File: config.mk
export PLATFORM = sky130hd
export DESIGN_NAME = smrts_shadow
export DESIGN_NICKNAME = d
export VERILOG_FILES = /design/src/smrts_pkg.sv /design/src/smrts_shadow.sv /design/src/smrts_bank_decode.sv
export VERILOG_INCLUDE_DIRS = /design/src /design/src/src
export SDC_FILE = /design/constraint.sdc
export NUM_CORES = 1
export LEC_CHECK = 0
export BUFFER_PORTS_ARGS = -buffer_cell sky130_fd_sc_hd__buf_4
export CORE_ASPECT_RATIO = 2
export CORE_MARGIN = 2
export CORE_UTILIZATION = 47
export CTS_CLUSTER_DIAMETER = 100
export DETAILED_ROUTE_END_ITERATION = 12
export PLACE_DENSITY_LB_ADDON = 0.12
export SLEW_MARGIN = 0
export SYNTH_ARGS = -nofsm -noshare
export SYNTH_HDL_FRONTEND = slang
export SYNTH_HIERARCHICAL = 1
export SYNTH_SLANG_ARGS = --single-unit
File: constraint.sdc
create_clock -name clk -period 2.1 [get_ports clk]
set_input_delay 0.525 -clock clk [delete_from_list [all_inputs] [get_ports clk]]
set_output_delay 0.525 -clock clk [all_outputs]
set_load 0.05 [all_outputs]
File: src/smrts_consts.svh
// Register offsets, field positions, reset values and encodings.
`ifndef SMRTS_CONSTS_SVH
`define SMRTS_CONSTS_SVH

// ---------------------------------------------------------------
// Register map
// ---------------------------------------------------------------
`define SMRTS_OFS_SHADOW      12'h000
`define SMRTS_OFS_DECODE      12'h004
`define SMRTS_OFS_MRS_CTRL    12'h008
`define SMRTS_RESET_SHADOW    16'h0000

// ---------------------------------------------------------------
// Field positions of the shadow word
// ---------------------------------------------------------------
`define SMRTS_RSVD_HI_MSB     15
`define SMRTS_RSVD_HI_LSB     11
`define SMRTS_DTS_MSB         10
`define SMRTS_DTS_LSB         9
`define SMRTS_RSVD_B8         8
`define SMRTS_SRT_BIT         7
`define SMRTS_ASR_BIT         6
`define SMRTS_WLS_MSB         5
`define SMRTS_WLS_LSB         3
`define SMRTS_PAR_MSB         2
`define SMRTS_PAR_LSB         0

// ---------------------------------------------------------------
// Encodings
// ---------------------------------------------------------------
`define SMRTS_DTS_RESERVED    2'h3
`define SMRTS_WL_BASE         4'h5

`endif

File: src/smrts_pkg.sv
// Types shared by the mode register two shadow design.
package smrts_pkg;

  typedef enum logic [1:0] {
    SMRTS_DTS_OFF,
    SMRTS_DTS_RZQ4,
    SMRTS_DTS_RZQ2,
    SMRTS_DTS_RSVD
  } smrts_dts_t;

  typedef enum logic {
    SMRTS_SRT_NORMAL,
    SMRTS_SRT_EXTENDED
  } smrts_srt_t;

endpackage : smrts_pkg

File: src/smrts_shadow.sv
// APB shadow register holding DRAM mode register two settings.
//
// Our own choices: the register offsets and the APB slave port.
`timescale 1ns/1ns
`include "smrts_consts.svh"
module smrts_shadow #(
  parameter int ADDR_W = 12
) (
  input  wire logic                clk,
  input  wire logic                arst_n,
  input  wire logic                psel,
  input  wire logic                penable,
  input  wire logic                pwrite,
  input  wire logic [ADDR_W-1:0]   paddr,
  input  wire logic [31:0]         pwdata,
  input  wire logic [3:0]          pstrb,
  output logic                     pready,
  output logic [31:0]              prdata,
  output logic                     pslverr,
  input  wire logic                mrs_ack,
  output logic                     mrs_req,
  output logic [15:0]              mrs_value,
  output smrts_pkg::smrts_dts_t    dyn_term,
  output smrts_pkg::smrts_srt_t    temp_range,
  output logic                     auto_self_refresh,
  output logic [3:0]               write_latency,
  output logic [7:0]               refresh_banks
);
  import smrts_pkg::*;

  initial begin
    if (ADDR_W < 4 || ADDR_W > 12) begin
      $error("smrts_shadow: ADDR_W must lie between 4 and 12");
    end
  end

  // ---------------------------------------------------------------
  // Address decode
  // ---------------------------------------------------------------
  function automatic logic hit(input logic [ADDR_W-1:0] a,
                               input logic [11:0]       ofs);
    hit = (12'(a) == ofs);
  endfunction : hit

  logic        access;
  logic        wr_en;
  logic        sel_shadow;
  logic        sel_decode;
  logic        sel_ctrl;
  logic        mapped;
  logic [15:0] shadow_reg;
  logic [15:0] shadow_next;
  logic [7:0]  bank_mask;
  logic        apb_done_reg;

  // Single wait state: the second access cycle answers, then pready drops.
  // Writes commit only at the edge where the master sees pready high, so
  // a master that aborts before the answer leaves no trace behind.
  assign access     = psel && penable && !apb_done_reg;
  assign sel_shadow = hit(paddr, `SMRTS_OFS_SHADOW);
  assign sel_decode = hit(paddr, `SMRTS_OFS_DECODE);
  assign sel_ctrl   = hit(paddr, `SMRTS_OFS_MRS_CTRL);
  assign mapped     = sel_shadow || sel_decode || sel_ctrl;
  assign wr_en      = pready && psel && penable && pwrite && mapped;

  // ---------------------------------------------------------------
  // Shadow storage
  // ---------------------------------------------------------------
  // Only the low half is stored; the upper half has no flops at all,
  // so a write there cannot leak back on a read.
  always_comb begin
    shadow_next = shadow_reg;
    if (pstrb[0]) begin
      shadow_next[7:0] = pwdata[7:0];
    end
    if (pstrb[1]) begin
      shadow_next[15:8] = pwdata[15:8];
    end
  end

  always_ff @(posedge clk or negedge arst_n) begin
    if (!arst_n) begin
      shadow_reg <= `SMRTS_RESET_SHADOW;
    end else if (wr_en && sel_shadow) begin
      // Reserved bits are stored as written so the MRS word matches
      // software exactly; keeping them zero is software's job.
      shadow_reg <= shadow_next;
    end
  end

  // ---------------------------------------------------------------
  // Mode register set request
  // ---------------------------------------------------------------
  // Software writes bit 0 of the control word to ask the controller to
  // issue the MRS; the request stays high until the controller acks.
  always_ff @(posedge clk or negedge arst_n) begin
    if (!arst_n) begin
      mrs_req <= 1'b0;
    end else if (wr_en && sel_ctrl && pstrb[0] && pwdata[0]) begin
      mrs_req <= 1'b1;
    end else if (mrs_ack) begin
      mrs_req <= 1'b0;
    end
  end

  // The value is latched when the request rises and held while it is
  // pending, so a rewrite mid-command cannot tear the MRS word.
  always_ff @(posedge clk or negedge arst_n) begin
    if (!arst_n) begin
      mrs_value <= `SMRTS_RESET_SHADOW;
    end else if (!mrs_req) begin
      mrs_value <= shadow_reg;
    end
  end

  // ---------------------------------------------------------------
  // Decoded field outputs
  // ---------------------------------------------------------------
  smrts_bank_decode u_bank_decode (
    .par_code  (shadow_reg[`SMRTS_PAR_MSB:`SMRTS_PAR_LSB]),
    .bank_mask (bank_mask)
  );

  always_ff @(posedge clk or negedge arst_n) begin
    if (!arst_n) begin
      dyn_term          <= SMRTS_DTS_OFF;
      temp_range        <= SMRTS_SRT_NORMAL;
      auto_self_refresh <= 1'b0;
      write_latency     <= `SMRTS_WL_BASE;
      refresh_banks     <= 8'hFF;
    end else begin
      dyn_term <= smrts_dts_t'(
        shadow_reg[`SMRTS_DTS_MSB:`SMRTS_DTS_LSB]);
      temp_range <= smrts_srt_t'(
        shadow_reg[`SMRTS_SRT_BIT]);
      // With auto self-refresh off the device trusts the temperature
      // bit as programmed; nothing here second-guesses it.
      auto_self_refresh <= shadow_reg[`SMRTS_ASR_BIT];
      // Code 000..111 maps to 5..12 clocks.
      write_latency <= `SMRTS_WL_BASE +
        {1'b0, shadow_reg[`SMRTS_WLS_MSB:`SMRTS_WLS_LSB]};
      refresh_banks <= bank_mask;
    end
  end

  // ---------------------------------------------------------------
  // APB answer
  // ---------------------------------------------------------------
  logic [31:0] rd_word;

  always_comb begin
    rd_word = 32'h0000_0000;
    if (sel_shadow) begin
      rd_word = {16'h0000, shadow_reg};
    end else if (sel_decode) begin
      rd_word = {12'h000, refresh_banks, 1'b0, write_latency,
                 auto_self_refresh, temp_range, dyn_term, 3'h0};
    end else if (sel_ctrl) begin
      rd_word = {31'h0000_0000, mrs_req};
    end
  end

  always_ff @(posedge clk or negedge arst_n) begin
    if (!arst_n) begin
      apb_done_reg <= 1'b0;
      pready       <= 1'b0;
      prdata       <= 32'h0000_0000;
      pslverr      <= 1'b0;
    end else begin
      apb_done_reg <= psel && penable && !apb_done_reg;
      pready       <= access;
      pslverr      <= access && !mapped;
      prdata       <= (access && !pwrite) ? rd_word : 32'h0000_0000;
    end
  end

endmodule : smrts_shadow

File: src/smrts_bank_decode.sv
// Decoder from partial array refresh code to an eight-bank refresh mask.
`timescale 1ns/1ns
module smrts_bank_decode (
  input  wire logic [2:0] par_code,
  output logic      [7:0] bank_mask
);

  always_comb begin
    case (par_code)
      3'h0:    bank_mask = 8'hFF;
      3'h1:    bank_mask = 8'h0F;
      3'h2:    bank_mask = 8'h03;
      3'h3:    bank_mask = 8'h01;
      3'h4:    bank_mask = 8'hFC;
      3'h5:    bank_mask = 8'hF0;
      3'h6:    bank_mask = 8'hC0;
      default: bank_mask = 8'h80;
    endcase
  end

endmodule : smrts_bank_decode

# ---- Word-level counts from Yosys, hierarchy flattened
# Index checks and enable logic that the tools add are counted.
dict set report op_classes {
  n_addsub 1
  reduce_logical 22
  n_mux 7
  n_eq_ne 8
}
# operator n
set ops {}
lappend ops {{two-way mux 32 bit} 2}
lappend ops {{one-hot mux 8 bit (7 select lines)} 1}
lappend ops {{two-way mux 20 bit} 1}
lappend ops {{equality test 12 x 3 -> 1 bit, second input constant} 1}
lappend ops {{equality test 12 x 4 -> 1 bit, second input constant} 1}
lappend ops {{logical AND 1 bit} 12}
lappend ops {{logical NOT 12 bit} 1}
lappend ops {{equality test 3 bit, second input constant} 3}
lappend ops {{equality test 3 x 2 -> 1 bit, second input constant} 2}
lappend ops {{adder 3 x 3 -> 4 bit, first input constant} 1}
lappend ops {{AND reduction 2 bit} 2}
lappend ops {{equality test 3 x 1 -> 1 bit, second input constant} 1}
lappend ops {{logical NOT 1 bit} 3}
lappend ops {{logical NOT 3 bit} 1}
lappend ops {{two-way mux 1 bit} 3}
lappend ops {{logical OR 1 bit} 2}
lappend ops {{nonzero test 2 bit} 1}
dict set report totals {
  out_inout_bits 67
  input_bits 54
  elab_cells 50
  regBits 83
}

# ---- Logic depth before layout (Yosys ltp)
# Gate-level depths: netlist (run 1).
dict set report logic_depth {
  word_depth 8
  mapped_depth 5
}

# ---- By module
# The synthesis (run 1) kept the hierarchy.
# mod area_each_um2 cells_per_inst instances seq_area_each_um2
set modules_own_cells {}
lappend modules_own_cells {smrts_shadow 2740.1 183 1 1789.2}
lappend modules_own_cells {smrts_bank_decode 57.6 10 1 0.0}

# ---- Least setup slack after synthesis (run 1)
# Ideal clock, no wire load.
dict set report synth_path {
  kind {reg-to-reg}
  startpoint {reg pready}
  endpoint {reg shadow_reg[0]}
  synth_period_minus_slack_ps 2065
  required_time_ps 1975
  path_stages_with_launch 6
  setup_slack_ps 35
  n_path_buf 1
  t_arrival_ps 1941
  cell_sequence {dfrtp_1 > nand4_1 > or3b_1 > or3_1 > buf_2 > mux2_2}
}
dict set report synth_between {
  elab_chain_cells 6
}
# element line_no
set synth_rtl {}
lappend synth_rtl {{start, declared} smrts_shadow.sv:17} ;# output logic pready,
lappend synth_rtl {{start signal, assigned} smrts_shadow.sv:171} ;# pready <= access;
lappend synth_rtl {{logical AND 1 bit (4 in a row)} smrts_shadow.sv:64} ;# assign wr_en = pready && psel && penable && pwrite && mapped;
lappend synth_rtl {{logical AND 1 bit} smrts_shadow.sv:84} ;# end else if (wr_en && sel_shadow) begin
lappend synth_rtl {{AND reduction 2 bit (no line)} --}
lappend synth_rtl {{end signal, assigned} smrts_shadow.sv:83} ;# shadow_reg <= `SMRTS_RESET_SHADOW;
lappend synth_rtl {{end signal, assigned} smrts_shadow.sv:87} ;# shadow_reg <= shadow_next;
lappend synth_rtl {{end, declared} smrts_shadow.sv:51} ;# logic [15:0] shadow_reg;
# No other way between the ends.
# A chain may end at the register's enable or synchronous reset.

# ---- Worst setup path in the final report (run 1)
dict set report layout_path {
  startpoint {in paddr[5]}
  endpoint {reg shadow_reg[8]}
}
dict set report layout_between {
  elab_chain_cells 6
  word_cells_on_any_way 8
  cone_classes {eq/ne (2); reduce/logical (6)}
}
# element line_no
set layout_rtl {}
lappend layout_rtl {{start, declared} smrts_shadow.sv:14} ;# input wire logic [ADDR_W-1:0] paddr,
lappend layout_rtl {{equality test 12 x 3 -> 1 bit or logical NOT 12 bit (tied branches)} smrts_shadow.sv:42} ;# hit = (12'(a) == ofs);
lappend layout_rtl {{logical OR 1 bit (2 in a row)} smrts_shadow.sv:63} ;# assign mapped = sel_shadow || sel_decode || sel_ctrl;
lappend layout_rtl {{logical AND 1 bit} smrts_shadow.sv:64}
lappend layout_rtl {{logical AND 1 bit *} smrts_shadow.sv:84}
lappend layout_rtl {{AND reduction 2 bit (no line) *} --}
# Mark *: on every way between the ends. The rest lies on a longest branch, timed or not.

==> flow_results.xml, run 1 <==
<?xml version="1.0" encoding="UTF-8"?>
<metrics>
  <group name="run_status">
    <metric name="run_status" unit="">finished clean</metric>
  </group>
  <group name="global_route">
    <metric name="grt_antenna_before_repair" unit="">0</metric>
    <metric name="grt_overflow" unit="">0</metric>
    <metric name="first_global_vias" unit="">1969</metric>
    <metric name="grt.total_usage" unit="">0.200</metric>
    <metric name="grt_pass1_wl" unit="mm">9.38</metric>
    <metric name="largest_net_degree_at_the_start_of_global_routing" unit="">35</metric>
  </group>
  <group name="final_layout">
    <metric name="fraction_of_final_layout_cells_with_drive_strength_greater_than_1" unit="">0.540</metric>
    <metric name="fillCellCount" unit="">439</metric>
    <metric name="antenna_cells" unit="">0</metric>
    <metric name="largest_reg_flops" unit="">20</metric>
    <metric name="layout_cell_area_excl_fill" unit="sq um">3890</metric>
    <metric name="layoutNonFillerInstCount" unit="">361</metric>
    <metric name="area_delta_synth_final" unit="%">39.0</metric>
    <metric name="nets" unit="">350</metric>
  </group>
  <group name="die">
    <metric name="placement_rows" unit="">39</metric>
    <metric name="die_area" unit="sq um">6620</metric>
    <metric name="die-width" unit="um">58.6</metric>
    <metric name="floorplan.core_area" unit="sq um">5710</metric>
    <metric name="io_pins" unit="">121</metric>
    <metric name="start_util" unit="">0.490</metric>
    <metric name="fp.dieH" unit="um">113</metric>
  </group>
  <group name="hold_path">
    <metric name="holdCritPathClass" unit="">in -&gt; async</metric>
  </group>
  <group name="yosys">
    <metric name="ys_ff_latch" unit="">71</metric>
    <metric name="synth-seq-area-share" unit="">0.640</metric>
    <metric name="synth_common_cells" unit="">dfrtp_1 (61), mux2_2 (23), buf_4 (14), nor2_1 (14), mux2i_1 (13)</metric>
    <metric name="most_common_cell_in_the_netlist" unit="">dfrtp_1</metric>
    <metric name="yosys_warnings" unit="">6</metric>
    <metric name="postSynth.topFlopCell" unit="">dfrtp_1</metric>
    <metric name="library_cell_with_the_largest_summed_area_after_synthesis" unit="">dfrtp_1</metric>
    <metric name="synthTopCellsByArea" unit="">dfrtp_1 (55%), dfstp_2 (9.4%), mux2_2 (9.3%)</metric>
    <metric name="postSynth.asyncResetShare" unit="">1.00</metric>
    <metric name="synth_area" unit="sq um">2800</metric>
    <metric name="synth.lib_cells_used.distinct" unit="">35</metric>
    <metric name="edff_count_synth" unit="">0</metric>
    <metric name="synth.top_cell.area_share" unit="">0.546</metric>
    <metric name="post_synth.cell_area_avg" unit="sq um">14.5</metric>
    <metric name="synth_cells" unit="">193</metric>
  </group>
  <group name="place">
    <metric name="placedCellCount" unit="">345</metric>
    <metric name="portBuffers" unit="">90</metric>
    <metric name="dpl-instance-area" unit="sq um">3550</metric>
    <metric name="final_weighted_congestion_of_routability_driven_global_placement" unit="">0.766</metric>
    <metric name="dp_hpwl" unit="mm">4.44</metric>
    <metric name="detailedPlace.worstSlack" unit="ns">-0.119</metric>
  </group>
  <group name="worst_setup_path">
    <metric name="worst-endpoint-arrival" unit="ns">2.08</metric>
    <metric name="worst_setup_path_end_kind" unit="">register</metric>
    <metric name="worstSetupStartpointType" unit="">primary input</metric>
    <metric name="r2r_cells" unit="">5</metric>
    <metric name="timing.critical_path.required" unit="ns">2.31</metric>
    <metric name="setup_crit_path_kind" unit="">in -&gt; reg</metric>
    <metric name="crit_path_max_fanout" unit="">8</metric>
  </group>
  <group name="routing">
    <metric name="drt-initial-drc-count" unit="">45</metric>
    <metric name="detail_route.first_pass.iterations" unit="">4</metric>
    <metric name="route.detailed.wl_per_inst" unit="um">16.6</metric>
    <metric name="detailroute.via_count" unit="">1809</metric>
    <metric name="via_per_inst" unit="">5.01</metric>
    <metric name="count_of_unresolved_drc_violations_after_routing" unit="">0</metric>
    <metric name="drt-total-wl" unit="mm">5.99</metric>
    <metric name="antenna_left" unit="">0</metric>
  </group>
  <group name="clock_network">
    <metric name="post_cts_hold_buffer_count" unit="">0</metric>
    <metric name="htree_levels" unit="">3</metric>
    <metric name="clk_latency" unit="ns">0.33</metric>
    <metric name="clock_sink_count" unit="">71</metric>
    <metric name="worst_setup_hold_path_clk_slew" unit="ns">0.05</metric>
    <metric name="cts.root.buffer_cell" unit="">clkbuf_16</metric>
    <metric name="post_cts.resized_instances" unit="">0</metric>
    <metric name="postCtsSetupBuffers" unit="">0</metric>
    <metric name="cts_buffer_depth" unit="">2</metric>
    <metric name="tritoncts" unit="">done</metric>
    <metric name="tritoncts.num_buffers" unit="">9</metric>
  </group>
  <group name="timing">
    <metric name="report.final.setup_viol" unit="">0</metric>
    <metric name="hold_viol_final" unit="">0</metric>
    <metric name="post-route-min-period" unit="ns">1.87</metric>
    <metric name="worst_hold_slack" unit="ns">0.0447</metric>
    <metric name="finalWorstSetupSlack" unit="ns">0.233</metric>
    <metric name="clock.fmax" unit="MHz">536</metric>
    <metric name="post-route-period-util" unit="">0.889</metric>
    <metric name="skew" unit="ns">0.00279</metric>
    <metric name="grt_setup_unrepaired" unit="">no</metric>
    <metric name="finalSetupTns" unit="ns">0</metric>
    <metric name="report.final.slew_viol_count" unit="">0</metric>
  </group>
  <group name="power_and_ir_drop">
    <metric name="power.switching_fraction" unit="">0.196</metric>
    <metric name="vdd_drop_max" unit="V">0.000672</metric>
    <metric name="switching_power" unit="mW">0.642</metric>
    <metric name="cellInternalPower" unit="mW">2.63</metric>
    <metric name="leakagePower" unit="nW">2.04</metric>
    <metric name="seqPwrFrac" unit="">0.420</metric>
    <metric name="p_per_area" unit="nW/um^2">841</metric>
    <metric name="share_comb_of_total_power" unit="">0.055</metric>
    <metric name="power.share.clock" unit="">0.525</metric>
  </group>
  <group name="flow_run">
    <metric name="drv.max_cap_violation_count" unit="">0</metric>
  </group>
</metrics>
[per-stage QoR]
step,util,power (mW)
4_1_cts,0.681,3.31
2_1_floorplan,-,1.50
6_report,0.681,3.27
3_5_place_dp,0.622,1.58
5_1_grt,0.681,3.38
3_3_place_gp,0.622,1.58
[power groups by stage]
stage | registers, mW | logic (mW) | clock network (mW)
2_1_floorplan | 1.41 | 0.0904 | 0
3_3_place_gp | 1.40 | 0.181 | 0
3_5_place_dp | 1.40 | 0.182 | 0
4_1_cts | 1.37 | 0.183 | 1.76
5_1_grt | 1.37 | 0.194 | 1.81
6_report | 1.37 | 0.180 | 1.72
[kinds of logic after synthesis]
logic type,synth area share
DFF,0.640
AOI/OAI and AO/OA,0.0161
adders and majority gates,0.00850
xor gates and xnor gates,0.00313
other,0.00134
and+or+nand+nor,0.0926
muxes,0.182
buffers and inverters,0.0568
[layout by cell type, fill, tap and decap left out, types with 2 or more instances in the layout]
cell type | Yosys | layout
bufinv_16 | 0 | 3
clkbuf_1 | 4 | 3
a21oi_1 | 4 | 4
nand4_1 | 3 | 3
mux2_4 | 8 | 8
nor2_1 | 14 | 14
o21ai_0 | 2 | 2
nor4b_1 | 3 | 3
conb_1 | 1 | 12
dfstp_2 | 10 | 10
and2_1 | 4 | 4
nand2_1 | 3 | 3
mux2_2 | 23 | 23
inv_1 | 3 | 3
dfrtp_1 | 61 | 61
clkbuf_16 | 0 | 9
buf_4 | 14 | 101
mux2i_1 | 13 | 13
nand2b_1 | 2 | 2
nor3_1 | 2 | 2
nor4_4 | 2 | 2
[cell type report]
type                    count  area (sq um)  area share
multi-input cells         107           891       0.229
repair buffers            102           778       0.200
inverters                   4          15.0     0.00386
clock inverters             3          90.1      0.0232
flip-flops and latches     71          1790       0.460
well taps                  61          76.3      0.0196
clock buffers              13           250      0.0643
[worst max-delay path: stages]
cell and delay [ns]:
buf_4 0.12, nor4_4 0.33, nand3_2 0.12, or4_4 0.66
mux2_4 0.33
[routing by layer]
layer | vias to the layer above | routed length (um) | track usage
li1 | 836 | - | -
met3 | 17 | 336 | 0.0537
met1 | 889 | 2090 | 0.205
met2 | 67 | 3370 | 0.348
met5 | - | 0 | 0
met4 | 0 | 193 | 0.118
[worst paths after layout]
kind / startpoint / endpoint / slack (ns)
min: arst_n / prdata[9] / 0.04
max in group asynchronous: arst_n / write_latency[0] / 1.45
max: paddr[5] / shadow_reg[8] / 0.23
min reg2reg: shadow_reg[7] / temp_range / 0.42
max reg2reg: pready / shadow_reg[3] / 0.26
min in group clk: pwdata[10] / shadow_reg[10] / 0.42
No activity file was read; power rests on OpenSTA's default activity.
==> run 2, diff against run 1 <==
- RECOVER_POWER: default -> 50
==> run 2 against run 1 <==
  * Non-clock buffer count did not move
  * Power fell by 0.18%
  * Global-route usage is the same
  * Die area unchanged
  * Critical path depth did not move
  * Clock skew is essentially flat
  * Sequential cell count did not move
  * Via count up 0.11%
  * Combinational power shrank 3%
  * Sequential power hardly changed
==> flow_results.xml, run 2 (same netlist as run 1, synthesis figures left out) <==
<?xml version="1.0" encoding="UTF-8"?>
<metrics>
  <group name="power_and_ir_drop">
    <metric name="vdd_drop_max" unit="V">0.000672</metric>
    <metric name="leakagePower" unit="nW">2.02</metric>
    <metric name="p_per_area" unit="nW/um^2">846</metric>
  </group>
  <group name="place">
    <metric name="dp_hpwl" unit="mm">4.44</metric>
    <metric name="portBuffers" unit="">90</metric>
    <metric name="final_weighted_congestion_of_routability_driven_global_placement" unit="">0.766</metric>
    <metric name="detailedPlace.worstSlack" unit="ns">-0.119</metric>
  </group>
  <group name="worst_setup_path">
    <metric name="timing.critical_path.max_delay_family" unit="">simple AND/OR/NAND/NOR gates</metric>
    <metric name="worstSetupStartpointType" unit="">primary input</metric>
    <metric name="worst-endpoint-arrival" unit="ns">2.08</metric>
    <metric name="setup_crit_path_kind" unit="">in -&gt; reg</metric>
    <metric name="worst_setup_path_end_kind" unit="">register</metric>
    <metric name="timing.critical_path.cells" unit="">buf_4 -&gt; nor4_4 -&gt; nand3_2 -&gt; or4_4 -&gt; mux2_4</metric>
    <metric name="crit_start" unit="">paddr[5]</metric>
    <metric name="worst_path_max_delay_cell" unit="">or4_4</metric>
    <metric name="crit_path_max_incr_delay" unit="ns">0.66</metric>
    <metric name="r2r_start" unit="">pready</metric>
    <metric name="path_buf_inv" unit="">1</metric>
    <metric name="timing.critical_path.required" unit="ns">2.31</metric>
    <metric name="crit_path_max_fanout" unit="">8</metric>
  </group>
  <group name="global_route">
    <metric name="grt_antenna_before_repair" unit="">0</metric>
    <metric name="grt_pass1_wl" unit="mm">9.38</metric>
    <metric name="grt_overflow" unit="">0</metric>
    <metric name="first_global_vias" unit="">1969</metric>
    <metric name="grt.total_usage" unit="">0.200</metric>
    <metric name="largest_net_degree_at_the_start_of_global_routing" unit="">35</metric>
  </group>
  <group name="timing">
    <metric name="worst_slew_pin_slew" unit="ns">0.866</metric>
    <metric name="post-route-min-period" unit="ns">1.87</metric>
    <metric name="hold_viol_final" unit="">0</metric>
    <metric name="clock.fmax" unit="MHz">535</metric>
    <metric name="finalWorstSetupSlack" unit="ns">0.231</metric>
    <metric name="post-route-period-util" unit="">0.890</metric>
    <metric name="grt_setup_unrepaired" unit="">no</metric>
    <metric name="skew" unit="ns">0.00275</metric>
    <metric name="max-slew-margin-rel" unit="">0.423</metric>
    <metric name="report.final.slew_viol_count" unit="">0</metric>
    <metric name="report.final.setup_viol" unit="">0</metric>
  </group>
  <group name="routing">
    <metric name="antenna_left" unit="">0</metric>
    <metric name="via_per_inst" unit="">5.02</metric>
    <metric name="detailroute.via_count" unit="">1811</metric>
    <metric name="count_of_unresolved_drc_violations_after_routing" unit="">0</metric>
    <metric name="drt-initial-drc-count" unit="">37</metric>
    <metric name="detail_route.first_pass.iterations" unit="">4</metric>
    <metric name="route.detailed.wl_per_inst" unit="um">16.6</metric>
    <metric name="drt-total-wl" unit="mm">6.00</metric>
  </group>
  <group name="die">
    <metric name="die-width" unit="um">58.6</metric>
    <metric name="placement_rows" unit="">39</metric>
    <metric name="floorplan.core_area" unit="sq um">5710</metric>
    <metric name="io_pins" unit="">121</metric>
    <metric name="die_area" unit="sq um">6620</metric>
    <metric name="start_util" unit="">0.490</metric>
    <metric name="fp.dieH" unit="um">113</metric>
  </group>
  <group name="clock_network">
    <metric name="postCtsSetupBuffers" unit="">0</metric>
    <metric name="htree_levels" unit="">3</metric>
    <metric name="post_cts.resized_instances" unit="">0</metric>
    <metric name="worst_setup_hold_path_clk_slew" unit="ns">0.05</metric>
    <metric name="clk_latency" unit="ns">0.33</metric>
    <metric name="cts_buffer_depth" unit="">2</metric>
    <metric name="tritoncts" unit="">done</metric>
    <metric name="tritoncts.num_buffers" unit="">9</metric>
    <metric name="cts.root.buffer_cell" unit="">clkbuf_16</metric>
    <metric name="clock_sink_count" unit="">71</metric>
    <metric name="post_cts_hold_buffer_count" unit="">0</metric>
  </group>
  <group name="final_layout">
    <metric name="mostFrequentLayoutCells" unit="">buf_4 (97), dfrtp_1 (61), mux2_2 (23)</metric>
    <metric name="nets" unit="">350</metric>
    <metric name="antenna_cells" unit="">0</metric>
    <metric name="mostFrequentLayoutCell" unit="">buf_4</metric>
    <metric name="fraction_of_the_core_area_covered_by_cells_at_the_end_of_the_flow" unit="">0.676</metric>
    <metric name="largest_reg_flops" unit="">20</metric>
    <metric name="area_delta_synth_final" unit="%">38.0</metric>
    <metric name="fraction_of_final_layout_cells_with_drive_strength_greater_than_1" unit="">0.527</metric>
    <metric name="fillCellCount" unit="">446</metric>
  </group>
  <group name="flow_run">
    <metric name="drv.max_cap_violation_count" unit="">0</metric>
  </group>
  <group name="hold_path">
    <metric name="holdCritPathClass" unit="">in -&gt; async</metric>
  </group>
  <group name="run_status">
    <metric name="run_status" unit="">finished clean</metric>
  </group>
</metrics>
==> run 2: cell types whose count changed in the layout (fill, tap and decap cells not counted) <==
cell      change
clkbuf_2      +2
buf_4         -4
clkbuf_1      +3
inv_2         -1
clkinv_1      +1
buf_12        -1
==> run 2: final timing paths <==
kind / to / slack, ns / cells past startpoint
worst max-delay path: shadow_reg[8] / 0.23 / 5
worst min-delay path: prdata[13] / 0.24 / 1
worst max register to register: shadow_reg[3] / 0.26 / 5
worst min register to register: temp_range / 0.42 / 0
max in group asynchronous: mrs_value[6] / 0.61 / 2
min in group clk: shadow_reg[10] / 0.42 / 2
==> run 2: worst register-to-register path: cells and delay by family (launching register included) <==
kind,cells,cell delay [ns]
buffers and inverters,1,0.19
AND/OR/NAND/NOR,3,0.85
multiplexers,1,0.28
flip-flops,1,0.40
==> run 2: metrics by stage <==
step	std cells	total power, mW	setup TNS (ns)	area (sq um)	hold slack [ns]
6_report	361	3.27	0	3860	0.242
5_1_grt	361	3.38	0	3860	0.321
4_1_cts	361	3.31	0	3890	0.0398
3_5_place_dp	345	1.58	-1.54	3550	0.397
3_3_place_gp	345	1.58	-1.29	3550	0.390
2_1_floorplan	204	1.50	0	2840	0.229
==> run 2: report_power, final <==
part	switching (mW)	total, mW	internal (mW)	leakage, nW
logic	0.114	0.175	0.0612	0.901
registers	0.00170	1.37	1.37	0.956
clock network	0.525	1.72	1.19	0.164
==> run 2: area by class of cell <==
type / count / area, sq um / share of cell area
flip-flops and latches: 71 / 1790 / 0.463
multi-input cells: 107 / 891 / 0.231
repair buffers: 102 / 749 / 0.194
clock buffers: 13 / 250 / 0.0648
clock inverters: 3 / 90.1 / 0.0233
well taps: 61 / 76.3 / 0.0198
inverters: 4 / 15.0 / 0.00389
==> run 2: layer usage <==
metal	wire length, um	vias to the layer above	global-route usage	share of wire
met1	2090	895	0.205	0.35
met5	0	-	0	0
met4	190	0	0.118	0.032
met2	3380	65	0.348	0.56
li1	-	836	-	-
met3	338	15	0.0537	0.056
==> run 3, diff against run 2 <==
- PLACE_DENSITY: default -> 0.79
- PLACE_DENSITY_LB_ADDON: 0.12 -> default
==> run 3 against run 2 <==
  * Non-clock buffer count down 5
  * Fmax decreased by 3.4%
  * Power fell by 10%
  * Utilization fell by 1.6 points
  * Sequential power about the same
  * Combinational power hardly changed
  * Setup slack got worse by 0.065 ns
  * Sequential share of layout area increased by 1.1 points
  * Global-route usage fell by 1.2 points
  * Wire length fell by 6.5%
  * Critical path type is now reg -> reg
  * Critical endpoint is now shadow_reg[0]
==> flow_results.xml, run 3 (same netlist as run 1, synthesis figures left out) <==
<?xml version="1.0" encoding="UTF-8"?>
<metrics>
  <group name="worst_setup_path">
    <metric name="crit_path_max_fanout" unit="">8</metric>
    <metric name="timing.critical_path.required" unit="ns">2.30</metric>
    <metric name="worst-endpoint-arrival" unit="ns">2.13</metric>
    <metric name="worstSetupStartpointType" unit="">register</metric>
    <metric name="worst_setup_path_end_kind" unit="">register</metric>
    <metric name="setup_crit_path_kind" unit="">reg -&gt; reg</metric>
  </group>
  <group name="routing">
    <metric name="drt-total-wl" unit="mm">5.61</metric>
    <metric name="drt-initial-drc-count" unit="">28</metric>
    <metric name="route.detailed.wl_per_inst" unit="um">15.8</metric>
    <metric name="via_per_inst" unit="">5.06</metric>
    <metric name="detail_route.first_pass.iterations" unit="">4</metric>
    <metric name="detailroute.via_count" unit="">1796</metric>
    <metric name="count_of_unresolved_drc_violations_after_routing" unit="">0</metric>
    <metric name="antenna_left" unit="">0</metric>
  </group>
  <group name="clock_network">
    <metric name="htree_levels" unit="">3</metric>
    <metric name="tritoncts" unit="">done</metric>
    <metric name="cts.root.buffer_cell" unit="">clkbuf_16</metric>
    <metric name="postCtsSetupBuffers" unit="">0</metric>
    <metric name="cts_buffer_depth" unit="">2</metric>
    <metric name="tritoncts.num_buffers" unit="">9</metric>
    <metric name="post_cts_hold_buffer_count" unit="">0</metric>
    <metric name="post_cts.resized_instances" unit="">0</metric>
    <metric name="clock_sink_count" unit="">71</metric>
    <metric name="worst_setup_hold_path_clk_slew" unit="ns">0.05</metric>
    <metric name="clk_latency" unit="ns">0.32</metric>
  </group>
  <group name="global_route">
    <metric name="grt_pass1_wl" unit="mm">8.98</metric>
    <metric name="first_global_vias" unit="">1841</metric>
    <metric name="grt.total_usage" unit="">0.188</metric>
    <metric name="largest_net_degree_at_the_start_of_global_routing" unit="">39</metric>
    <metric name="grt_overflow" unit="">0</metric>
    <metric name="grt_antenna_before_repair" unit="">0</metric>
  </group>
  <group name="final_layout">
    <metric name="nets" unit="">345</metric>
    <metric name="fraction_of_the_core_area_covered_by_cells_at_the_end_of_the_flow" unit="">0.660</metric>
    <metric name="antenna_cells" unit="">0</metric>
    <metric name="largest_reg_flops" unit="">20</metric>
    <metric name="mostFrequentLayoutCells" unit="">buf_4 (94), dfrtp_1 (61), mux2_2 (23)</metric>
    <metric name="fraction_of_final_layout_cells_with_drive_strength_greater_than_1" unit="">0.527</metric>
    <metric name="mostFrequentLayoutCell" unit="">buf_4</metric>
    <metric name="area_delta_synth_final" unit="%">34.7</metric>
  </group>
  <group name="flow_run">
    <metric name="drv.max_cap_violation_count" unit="">0</metric>
  </group>
  <group name="hold_path">
    <metric name="holdCritPathClass" unit="">in -&gt; async</metric>
  </group>
  <group name="timing">
    <metric name="clock.fmax" unit="MHz">517</metric>
    <metric name="max-slew-margin-rel" unit="">0.255</metric>
    <metric name="finalSetupTns" unit="ns">0</metric>
    <metric name="report.final.setup_viol" unit="">0</metric>
    <metric name="hold_viol_final" unit="">0</metric>
    <metric name="finalWorstSetupSlack" unit="ns">0.166</metric>
    <metric name="post-route-min-period" unit="ns">1.93</metric>
    <metric name="skew" unit="ns">0.00930</metric>
    <metric name="grt_setup_unrepaired" unit="">no</metric>
    <metric name="worst_slew_pin_slew" unit="ns">1.12</metric>
    <metric name="post-route-period-util" unit="">0.921</metric>
    <metric name="report.final.slew_viol_count" unit="">0</metric>
  </group>
  <group name="place">
    <metric name="detailedPlace.worstSlack" unit="ns">-0.182</metric>
    <metric name="portBuffers" unit="">90</metric>
    <metric name="dp_hpwl" unit="mm">4.17</metric>
    <metric name="final_weighted_congestion_of_routability_driven_global_placement" unit="">0.849</metric>
  </group>
  <group name="power_and_ir_drop">
    <metric name="vdd_drop_max" unit="V">0.000803</metric>
    <metric name="leakagePower" unit="nW">1.98</metric>
    <metric name="p_per_area" unit="nW/um^2">776</metric>
  </group>
  <group name="run_status">
    <metric name="run_status" unit="">finished clean</metric>
  </group>
  <group name="die">
    <metric name="fp.dieH" unit="um">113</metric>
    <metric name="die-width" unit="um">58.6</metric>
    <metric name="placement_rows" unit="">39</metric>
    <metric name="start_util" unit="">0.490</metric>
    <metric name="die_area" unit="sq um">6620</metric>
    <metric name="io_pins" unit="">121</metric>
    <metric name="floorplan.core_area" unit="sq um">5710</metric>
  </group>
</metrics>
## run 3: changes by cell type in the layout (fill, tap and decap cells not counted)
cell       previous run  this run
clkinv_1              1         0
clkbuf_8              1         3
inv_1                 3         4
buf_4                97        94
clkinv_2              0         1
clkbuf_1              6         3
bufinv_16             3         0
## run 3: worst max-delay path, cell delays in order (launching register included)
cell,delay (ns)
dfrtp_1,0.41
nand4_1,0.14
or3b_1,0.41
or3_1,0.51
mux2_2,0.34
## run 3: metrics by stage
step / cells / hold slack (ns) / cell area, sq um / power, mW
2_1_floorplan: 204 / 0.229 / 2840 / 1.50
3_3_place_gp: 340 / 0.401 / 3510 / 1.57
4_1_cts: 355 / 0.175 / 3790 / 2.97
5_1_grt: 355 / 0.403 / 3770 / 3.04
6_report: 355 / 0.331 / 3770 / 2.92
3_5_place_dp: 340 / 0.404 / 3510 / 1.58
## run 3: power by group
group          switching, mW  internal, mW
Combinational          0.113        0.0596
Clock                  0.490         0.887
Sequential           0.00176          1.37
## run 3: path summary, 6_finish.rpt
path	start	endpoint	slack [ns]	cells past startpoint
max	pready	shadow_reg[0]	0.17	4
min	arst_n	mrs_value[1]	0.33	1
max reg2reg	pready	shadow_reg[0]	0.17	4
min reg2reg	shadow_reg[7]	temp_range	0.42	0
max in group asynchronous	arst_n	shadow_reg[10]	0.45	2
min in group clk	shadow_reg[7]	temp_range	0.42	0
## run 3: final cells by class
class / count / area, sq um
clock buffers: 14 / 274
fillers: 433 / 1940
well taps: 61 / 76.3
repair buffers: 97 / 719
inverters: 4 / 15.0
multi-input cells: 107 / 891
clock inverters: 1 / 5.00
flip-flops and latches: 71 / 1790
## run 3: per-layer routing
metal	vias up	track usage	share of wire
li1	824	-	-
met1	893	0.210	0.36
met2	63	0.311	0.55
met3	16	0.0594	0.055
met4	0	0.0977	0.031
met5	-	0	0
